===== config.mk =====
export PLATFORM = sky130hd
export DESIGN_NAME = stdc_coder
export DESIGN_NICKNAME = d
export VERILOG_FILES = /design/src/logic/stdc_pkg.sv /design/src/logic/stdc_coder.sv
export VERILOG_INCLUDE_DIRS = /design/src /design/src/logic
export SDC_FILE = /design/constraint.sdc
export NUM_CORES = 1
export LEC_CHECK = 0
export BUFFER_PORTS_ARGS = -buffer_cell sky130_fd_sc_hd__buf_2
export CORE_MARGIN = 2
export CORE_UTILIZATION = 40
export DETAILED_ROUTE_END_ITERATION = 8
export PLACE_DENSITY = 0.69
export SKIP_LAST_GASP = 1
export SYNTH_ARGS = -nofsm -noshare
export SYNTH_HDL_FRONTEND = slang
export SYNTH_SLANG_ARGS = --single-unit

===== constraint.sdc =====
create_clock -name clock -period 8.6 [get_ports clock]
set_input_delay 1.72 -clock clock [delete_from_list [all_inputs] [get_ports clock]]
set_output_delay 1.72 -clock clock [all_outputs]
set_load 0.005 [all_outputs]

===== src/logic/stdc_regs.svh =====
/*
 * Constants for the seek / tach gain diagnostic result coder: result codes,
 * parameter limits and timing counts.
 * Assumes a 25 MHz clock; times are converted to cycle counts here.
 */
`ifndef STDC_REGS_SVH
`define STDC_REGS_SVH

`define STDC_CODE_PARAM     8'h01
`define STDC_CODE_GAIN_LO   8'h01
`define STDC_CODE_GAIN_HI   8'h02
`define STDC_CODE_DIFF32    8'h10
`define STDC_CODE_DIFF0     8'h20
`define STDC_CODE_GAIN_LOW  8'h81
`define STDC_CODE_GAIN_HIGH 8'h82
`define STDC_CODE_ONLINE    8'hA1
`define STDC_CODE_READY     8'hA2
`define STDC_CODE_STILL_RDY 8'hA3
`define STDC_CODE_SEEK_INC  8'hA4
`define STDC_CODE_RDY_TMO   8'hA5
`define STDC_CODE_SEQ_TMO   8'hA6
`define STDC_CODE_PASS      8'hFF

`define STDC_CYL_HI_MAX     8'h03
// ready must be seen low this many cycles after a recal strobe or the alternate-seek seek strobe (not the tach seek)
`define STDC_DROP_CYC       32'h00000008

`define STDC_CLK_HZ         25000000
`define STDC_READY_MS       1000
`define STDC_SEQ_MS         30000
`define STDC_DIFF32_MS      278
`define STDC_DIFF0_MS       69
// times convert exactly; the longest fits in 32 bits
`define STDC_MS_CYC(ms)     ((ms) * (`STDC_CLK_HZ / 1000))

`endif


===== src/logic/stdc_pkg.sv =====
/*
 * Types for the seek / tach gain diagnostic result coder.
 * Assumes nothing beyond the constants header.
 */
package stdc_pkg;
	typedef enum logic [1:0] {
		STDC_RT_ALT_SEEK = 2'h0,
		STDC_RT_INC_SEEK = 2'h1,
		STDC_RT_RND_SEEK = 2'h2,
		STDC_RT_TACH     = 2'h3
	} stdc_routine_t;

	typedef enum logic [10:0] {
		STDC_IDLE     = 11'h001,
		STDC_SEQ_UP   = 11'h002,
		STDC_PRECHK   = 11'h004,
		STDC_RECAL    = 11'h008,
		STDC_DROPCHK  = 11'h010,
		STDC_RDY_WAIT = 11'h020,
		STDC_SEEK     = 11'h040,
		STDC_DIFF32   = 11'h080,
		STDC_DIFF0    = 11'h100,
		STDC_GAIN     = 11'h200,
		STDC_DONE     = 11'h400
	} stdc_state_t;
endpackage


===== src/logic/stdc_coder.sv =====
/*
 * Diagnostic result coder: runs a seek or tach gain routine against the
 * drive and produces one result byte.
 * Assumes drive status lines are asynchronous pins; the tach gain
 * comparison result is supplied by a measurement on the same clock.
 */
`include "stdc_regs.svh"
`timescale 1ns/100ps
`default_nettype none

module stdc_coder #(
	parameter int unsigned READY_CYC  = `STDC_MS_CYC(`STDC_READY_MS),
	parameter int unsigned SEQ_CYC    = `STDC_MS_CYC(`STDC_SEQ_MS),
	parameter int unsigned DIFF32_CYC = `STDC_MS_CYC(`STDC_DIFF32_MS),
	parameter int unsigned DIFF0_CYC  = `STDC_MS_CYC(`STDC_DIFF0_MS)
) (
	input  wire logic          clock,
	input  wire logic          rst_b,
	input  wire logic          start,
	input  wire logic [1:0]    routine,
	input  wire logic [7:0]    cyl_hi_inner,
	input  wire logic [7:0]    cyl_lo_inner,
	input  wire logic [7:0]    cyl_hi_outer,
	input  wire logic [7:0]    cyl_lo_outer,
	input  wire logic          gain_below_nominal,
	input  wire logic          gain_above_nominal,
	input  wire logic          gain_below_limit,
	input  wire logic          gain_above_limit,
	input  wire logic          drive_online,
	input  wire logic          drive_ready,
	input  wire logic          seek_complete,
	input  wire logic          track_difference_under_32,
	input  wire logic          track_difference_zero,
	output logic               sequence_up,
	output logic               recal_strobe,
	output logic               seek_strobe,
	output logic               cylinder_address_value_hi,
	output logic [7:0]         cylinder_address_value,
	output logic               busy,
	output logic               done,
	output logic [7:0]         result_code
);

	// ------------------------------------------------------------
	// pin synchronisers
	// ------------------------------------------------------------
	localparam int NPIN = 5;
	logic [NPIN-1:0] pin_raw;
	logic [NPIN-1:0] s1_q, s2_q, s3_q, pin_q;
	assign pin_raw = {track_difference_zero, track_difference_under_32,
		seek_complete, drive_ready, drive_online};

	genvar gi;
	generate
		for (gi = 0; gi < NPIN; gi++) begin : g_sync
			always_ff @(posedge clock or negedge rst_b) begin
				if (!rst_b) begin
					s1_q[gi]  <= 1'b0;
					s2_q[gi]  <= 1'b0;
					s3_q[gi]  <= 1'b0;
					pin_q[gi] <= 1'b0;
				end else begin
					s1_q[gi] <= pin_raw[gi];
					s2_q[gi] <= s1_q[gi];
					s3_q[gi] <= s2_q[gi];
					// change accepted only once stages two and three agree
					if (s2_q[gi] == s3_q[gi])
						pin_q[gi] <= s3_q[gi];
				end
			end
		end
	endgenerate

	wire online_s = pin_q[0];
	wire ready_s  = pin_q[1];
	wire seekc_s  = pin_q[2];
	wire diff32_s = pin_q[3];
	wire diff0_s  = pin_q[4];

	// ------------------------------------------------------------
	// sequencer
	// ------------------------------------------------------------
	stdc_pkg::stdc_state_t   state_q, state_d;
	stdc_pkg::stdc_routine_t rt_q;
	logic [31:0] timer_q, timer_d;
	logic [7:0]  code_q, code_d;
	logic        fin_d;
	logic        done_q;
	logic        outer_q, outer_d;

	wire params_bad = (cyl_hi_inner > `STDC_CYL_HI_MAX)
		|| (cyl_hi_outer > `STDC_CYL_HI_MAX);
	wire is_tach = (rt_q == stdc_pkg::STDC_RT_TACH);
	wire is_alt  = (rt_q == stdc_pkg::STDC_RT_ALT_SEEK);
	wire tick_ok = (timer_q != 32'h0);

	always_comb begin
		state_d = state_q;
		timer_d = tick_ok ? timer_q - 32'h1 : timer_q;
		code_d  = code_q;
		outer_d = outer_q;
		fin_d   = 1'b0;
		case (state_q)
			stdc_pkg::STDC_IDLE: begin
				if (start) begin
					outer_d = 1'b0;
					if ((routine == 2'(stdc_pkg::STDC_RT_ALT_SEEK)) && params_bad) begin
						code_d  = `STDC_CODE_PARAM;
						state_d = stdc_pkg::STDC_DONE;
					end else begin
						timer_d = SEQ_CYC;
						state_d = stdc_pkg::STDC_SEQ_UP;
					end
				end
			end
			stdc_pkg::STDC_SEQ_UP: begin
				if (online_s && ready_s)
					state_d = stdc_pkg::STDC_PRECHK;
				else if (!tick_ok) begin
					code_d  = `STDC_CODE_SEQ_TMO;
					state_d = stdc_pkg::STDC_DONE;
				end
			end
			stdc_pkg::STDC_PRECHK: begin
				// first failure only; online takes priority over ready
				if (!online_s) begin
					code_d  = `STDC_CODE_ONLINE;
					state_d = stdc_pkg::STDC_DONE;
				end else if (!ready_s) begin
					code_d  = `STDC_CODE_READY;
					state_d = stdc_pkg::STDC_DONE;
				end else begin
					state_d = stdc_pkg::STDC_RECAL;
				end
			end
			stdc_pkg::STDC_RECAL: begin
				// allow the strobe to pass the drive and our synchroniser
				timer_d = `STDC_DROP_CYC;
				state_d = stdc_pkg::STDC_DROPCHK;
			end
			stdc_pkg::STDC_DROPCHK: begin
				if (!ready_s) begin
					timer_d = READY_CYC;
					state_d = stdc_pkg::STDC_RDY_WAIT;
				end else if (!tick_ok) begin
					code_d  = `STDC_CODE_STILL_RDY;
					state_d = stdc_pkg::STDC_DONE;
				end
			end
			stdc_pkg::STDC_RDY_WAIT: begin
				if (ready_s) begin
					if (!seekc_s) begin
						code_d  = `STDC_CODE_SEEK_INC;
						state_d = stdc_pkg::STDC_DONE;
					end else
						state_d = stdc_pkg::STDC_SEEK;
				end else if (!tick_ok) begin
					code_d  = `STDC_CODE_RDY_TMO;
					state_d = stdc_pkg::STDC_DONE;
				end
			end
			stdc_pkg::STDC_SEEK: begin
				if (is_tach) begin
					timer_d = DIFF32_CYC;
					state_d = stdc_pkg::STDC_DIFF32;
				end else if (is_alt && !outer_q) begin
					// second pass loads the outer cylinder address but issues no seek strobe
					outer_d = 1'b1;
					timer_d = `STDC_DROP_CYC;
					state_d = stdc_pkg::STDC_DROPCHK;
				end else begin
					code_d  = `STDC_CODE_PASS;
					state_d = stdc_pkg::STDC_DONE;
				end
			end
			stdc_pkg::STDC_DIFF32: begin
				if (diff32_s) begin
					timer_d = DIFF0_CYC;
					state_d = stdc_pkg::STDC_DIFF0;
				end else if (!tick_ok) begin
					code_d  = `STDC_CODE_DIFF32;
					state_d = stdc_pkg::STDC_DONE;
				end
			end
			stdc_pkg::STDC_DIFF0: begin
				if (diff0_s)
					state_d = stdc_pkg::STDC_GAIN;
				else if (!tick_ok) begin
					code_d  = `STDC_CODE_DIFF0;
					state_d = stdc_pkg::STDC_DONE;
				end
			end
			stdc_pkg::STDC_GAIN: begin
				if (gain_below_limit)
					code_d = `STDC_CODE_GAIN_LOW;
				else if (gain_above_limit)
					code_d = `STDC_CODE_GAIN_HIGH;
				else if (gain_below_nominal)
					code_d = `STDC_CODE_GAIN_LO;
				else if (gain_above_nominal)
					code_d = `STDC_CODE_GAIN_HI;
				else
					code_d = `STDC_CODE_PASS;
				state_d = stdc_pkg::STDC_DONE;
			end
			stdc_pkg::STDC_DONE: begin
				fin_d   = 1'b1;
				state_d = stdc_pkg::STDC_IDLE;
			end
			default: state_d = stdc_pkg::STDC_IDLE;
		endcase
	end

	always_ff @(posedge clock or negedge rst_b) begin
		if (!rst_b) begin
			state_q <= stdc_pkg::STDC_IDLE;
			timer_q <= 32'h0;
			code_q  <= 8'h00;
			outer_q <= 1'b0;
			done_q  <= 1'b0;
		end else begin
			state_q <= state_d;
			timer_q <= timer_d;
			code_q  <= code_d;
			outer_q <= outer_d;
			done_q  <= fin_d;
		end
	end

	always_ff @(posedge clock or negedge rst_b) begin
		if (!rst_b)
			rt_q <= stdc_pkg::STDC_RT_ALT_SEEK;
		else if ((state_q == stdc_pkg::STDC_IDLE) && start)
			rt_q <= stdc_pkg::stdc_routine_t'(routine);
	end

	// ------------------------------------------------------------
	// drive commands
	// ------------------------------------------------------------
	logic [7:0] cav_q;
	logic       cav_hi_q;
	always_ff @(posedge clock or negedge rst_b) begin
		if (!rst_b) begin
			cav_q    <= 8'h00;
			cav_hi_q <= 1'b0;
		end else if (state_q == stdc_pkg::STDC_RDY_WAIT) begin
			cav_q    <= outer_q ? cyl_lo_outer : cyl_lo_inner;
			cav_hi_q <= outer_q ? (cyl_hi_outer != 8'h00) : (cyl_hi_inner != 8'h00);
		end
	end

	assign sequence_up  = (state_q == stdc_pkg::STDC_SEQ_UP);
	assign recal_strobe = (state_q == stdc_pkg::STDC_RECAL);
	// tach routine times its difference lines from this seek
	assign seek_strobe  = (state_q == stdc_pkg::STDC_SEEK) && (is_tach || (is_alt && !outer_q));
	assign cylinder_address_value    = cav_q;
	assign cylinder_address_value_hi = cav_hi_q;
	assign busy        = (state_q != stdc_pkg::STDC_IDLE);
	assign done        = done_q;
	assign result_code = code_q;

endmodule

`default_nettype wire


**After elaboration in Yosys (flattened, before gate mapping)**

Cells that the tools add are included.

- Flip-flop bits (word level): 84
- Input port bits: 46
- Output and inout bits: 22
- Logic and storage cells: 133

- $add $sub $neg: 1
- $lt $le $gt $ge: 2
- Equality and inequality tests: 34
- Muxes and demuxes: 51
- Reduce and logical (&&, ||, !) cells: 17

Operators with widths:

| kind | count |
|---|---|
| $mux 32 | 7 |
| $mux 8 | 22 |
| $pmux 32 s5 | 1 |
| $mux 11 | 13 |
| $pmux 11 s10 | 1 |
| $pmux 8 s9 | 1 |
| $reduce_bool 32->1 | 1 |
| $sub 32x1->32 const B | 1 |
| $ne 2x2->1 const B | 12 |
| $gt 8x2->1 const B | 2 |
| $reduce_and 16->1 | 1 |
| $reduce_bool 8->1 | 2 |
| $eq 11x1->1 const B | 1 |
| $eq 11x10->1 const B | 1 |
| $eq 11x11->1 const B | 1 |
| $eq 11x2->1 const B | 1 |
| $eq 11x3->1 const B | 1 |
| $eq 11x4->1 const B | 1 |
| $eq 11x5->1 const B | 1 |
| $eq 11x6->1 const B | 1 |
| $eq 11x7->1 const B | 1 |
| $eq 11x8->1 const B | 1 |
| $eq 11x9->1 const B | 1 |
| $ne 11x1->1 const B | 1 |
| other kinds (13) | 29 |

**Logic depth before layout (Yosys ltp)**

- Depth in word-level cells: 6
- Mapped depth: 10

**Least setup slack after synthesis**

Ideal clock, no wire load.

- Path kind: register to output
- Start: register state_q[1]
- End: output port seek_strobe
- Data arrival time: 1.754 ns
- Data required time: 6.880 ns
- Slack: 5.126 ns
- Stages on the path, launching flop included: 6
- Path buffers: 1
- Cell sequence: dfrtp_1 > or4_1 > clkbuf_1 > nor2_1 > nand3_1 > nand2_1

- Cells in the longest elaborated chain, start to end: 2

Ends and longest elaborated chain:

| item | line | text |
|---|---|---|
| from (decl) | stdc_coder.sv:83 | `stdc_pkg::stdc_state_t state_q, state_d;` |
| from (signal assigned) | stdc_coder.sv:216 | `state_q <= stdc_pkg::STDC_IDLE;` |
| from (signal assigned) | stdc_coder.sv:222 | `state_q <= state_d;` |
| $eq 11x7->1 | stdc_coder.sv:255 | `assign seek_strobe = (state_q == stdc_pkg::STDC_SEEK) && (is_tach \|\| (is_alt && !outer_q));` |
| $logic_and 1x1->1 | stdc_coder.sv:255 |  |
| to (decl) | stdc_coder.sv:36 | `output logic seek_strobe,` |

Every way passes these cells.

**Worst setup path in the final report**

- Start: register state_q[7]
- End: output port seek_strobe

Same word-level chain as after synthesis.

==> flow_summary_export.csv <==
group,metric,value,unit
setup_path,rrSetupSlack,5160,ps
yosys,ys.flop_type,"dfrtp_1",
die,die_w,108,µm
power,power.switching,369,µW
clock_network,ctsResizeCount,0,
cells_and_area,nNetsFinal,556,
setup_path,crit_arrival,2680,ps
detailed_routing,avgViaCountPerCell,5.67,
placement,hpwlAfterDp,7.56,mm
placement,place.port_buffers,67,
power,swShare,34.4,%
yosys,yosysUniqueCellTypes,61,
power,vdd_drop_max,0.0912,mV
job,cap_violations,0,
worst_hold_path,hp-class,"reg -> reg",
power,powerDensity,216,mW/mm²
power,pwr-share-comb,28.9,%
setup_path,crit_start,"state_q[7]",
setup_path,crit_path_start_kind,"flip-flop",
die,dieArea,0.0117,mm²
yosys,synth-seq-cells,83,
detailed_routing,drc,0,
global_route,track_usage,18.7,%
setup_path,r2r-end,"result_code[4]",
placement,dpl_cell_area,0.00476,mm²
detailed_routing,vias,3684,
power,p_clk_share,26.1,%
setup_path,crit_end,"seek_strobe",
die,core,0.0104,mm²
global_route,antenna_found_initial,0,
yosys,synth_edf_count,0,
die,initial_utilization,41.6,%
clock_network,cts_tree,"built",
setup_path,worstPathRequired,6880,ps
sta,setup_tns,0,ps
sta,fmaxAchievable,227,MHz
clock_network,cts.clk_slew.worst_paths,80,ps
setup_path,r2r_cells,8,
sta,skew,9.35,ps
setup_path,crit_path_end_kind,"output pin",
yosys,syn-num-nets,497,
detailed_routing,routed_wl,10.4,mm
clock_network,clkLatencyLatePin,360,ps
detailed_routing,wire_per_inst,16.0,µm
clock_network,holdBufCountCts,0,
cells_and_area,final_area,0.00496,mm²
sta,rsz0062_at_grt,"no",
yosys,postSynth.asyncResetShare,100,%
clock_network,clockBufferDepth,2,
power,internal_power,704,µW
sta,setup_viol,0,
power,p_total,1070,µW
sta,min_period,4400,ps
placement,routabilityCongestion,0.891,
sta,slew_viol_final,0,
clock_network,htree_levels,3,
clock_network,post_cts_buffers,0,
clock_network,cts-buffers-inserted,9,
cells_and_area,diodes,0,
clock_network,cts_root_buf,"clkbuf_8",
detailed_routing,drtAntennaViolNets,0,
yosys,yosysSeqAreaShare,48.0,%
yosys,ys_warn_count,0,
cells_and_area,area_growth,14.5,%
sta,finalHoldViolCount,0,
global_route,grt_pass1_vias,3506,
die,rows,37,
sta,tightest_slew,1130,ps
global_route,grt_remaining_overflow,0,
cells_and_area,mostFrequentLayoutCell,"dfrtp_1",
setup_path,rr_startpoint,"timer_q[0]",
global_route,grt_max_degree,84,
setup_path,crit_fanout,17,
detailed_routing,firstDrtPassIters,5,
sta,slew_headroom,23.6,%
setup_path,setup.worst_path.class,"reg -> out",
cells_and_area,final_cell_mix,"82 x dfrtp_1, 66 x buf_2, 50 x nor2_1",
power,seqPwrFrac,45.0,%
outcome,outcome,"complete, no violations",
sta,period_share,51.2,%
clock_network,clkSinkCount,83,
yosys,synth_cells,450,
yosys,synth_area,0.00433,mm²
yosys,syn_avg_cell_area,9.62,µm²
power,p_leak,0.00211,µW
die,pin_count,68,
global_route,grt_pass1_wl,17.2,mm
cells_and_area,drive_above_1_share,20.2,%
die,die_h,108,µm
detailed_routing,first_iter_violations,406,
[stage by stage]
stage	hold WS [ps]	utilization [%]	cells	setup WS [ps]
final	351	47.6	650	4200
after detailed placement	335	45.7	634	4670
after global placement	333	45.7	634	4870
after CTS	354	47.6	650	4250
after global routing	360	47.6	650	3970
after floorplan	331	-	450	5130
[critical path, cell delays in order, from the launching register on]
cell and delay, ps:
dfrtp_1 560, nor4b_1 1030, nor2b_1 300, nand2_1 180, nand2_1 130, buf_2 120
[logic make-up (layout without fill, tap and decap cells)]
logic type	count (synthesis)	count (layout)	synth area share, %
adders and majority gates	6	6	1.44
xor gates and xnor gates	32	32	6.47
DFF	83	83	48.0
and+or+nand+nor	202	202	24.5
buffers and inverters	31	95	3.03
muxes	17	17	4.59
AOI/OAI and AO/OA	79	79	11.9
[registers in the layout, summed over array words and instances, names as in the netlist]
name,count
seekc_s,1
s1_q,5
ready_s,1
timer_q,32
online_s,1
s2_q,5
diff32_s,1
cylinder_address_value,8
outer_q,1
done,1
diff0_s,1
rt_q,2
state_q,11
result_code,7
cylinder_address_value_hi,1
s3_q,5
[how the worst min path moves through the flow]
stage / from / depth (start not counted) / endpoint
2_1_floorplan: s1_q[0] / 0 / s2_q[0]
3_3_place_gp: s1_q[3] / 0 / s2_q[3]
3_5_place_dp: s1_q[1] / 0 / s2_q[1]
4_1_cts: s1_q[1] / 0 / s2_q[1]
5_1_grt: s1_q[3] / 0 / s2_q[3]
6_report: s1_q[2] / 0 / s2_q[2]
[cells in the mapped netlist, types with 5 or more instances]
master	number	area, µm²
nor2_1	50	188
nor3_1	22	110
maj3_1	5	50.1
xnor2_1	23	201
nand3_1	10	50.1
clkbuf_1	14	52.6
nand4_1	7	43.8
or4_1	10	75.1
o21ai_0	26	130
nor4b_1	7	61.3
dfrtp_1	82	2050
o211ai_1	7	52.6
nand2_1	42	158
inv_1	10	37.5
mux2i_1	9	90.1
a21oi_1	15	75.1
or3_1	12	75.1
mux2_4	5	75.1
xor2_1	9	78.8
nor4_1	16	100
[area by class of cell]
| class | instances | area [µm²] |
|---|---|---|
| Inverter | 11 | 41.3 |
| Fill cell | 1001 | 5460 |
| Timing Repair Buffer | 68 | 345 |
| Multi-Input combinational cell | 336 | 2130 |
| Clock inverter | 4 | 50.0 |
| Sequential cell | 83 | 2080 |
| Clock buffer | 12 | 145 |
| Tap cell | 136 | 170 |
[power groups by stage]
stage | clock [µW] | combinational, µW | sequential (µW)
floorplan | 0 | 224 | 477
global placement | 0 | 301 | 485
detailed placement | 0 | 307 | 489
CTS | 288 | 309 | 481
global route | 304 | 344 | 488
finish | 280 | 310 | 482
[layer usage]
metal / routed length, µm / GRT usage [%] / part of all wire, % / up-vias
li1: - / - / - / 1749
met1: 4800 / 25.8 / 46 / 1769
met2: 4830 / 30.0 / 46 / 155
met3: 655 / 3.92 / 6.3 / 11
met4: 110 / 4.95 / 1.1 / 0
met5: 0 / 0 / 0 / -
Power figures use the tool's default switching activity.
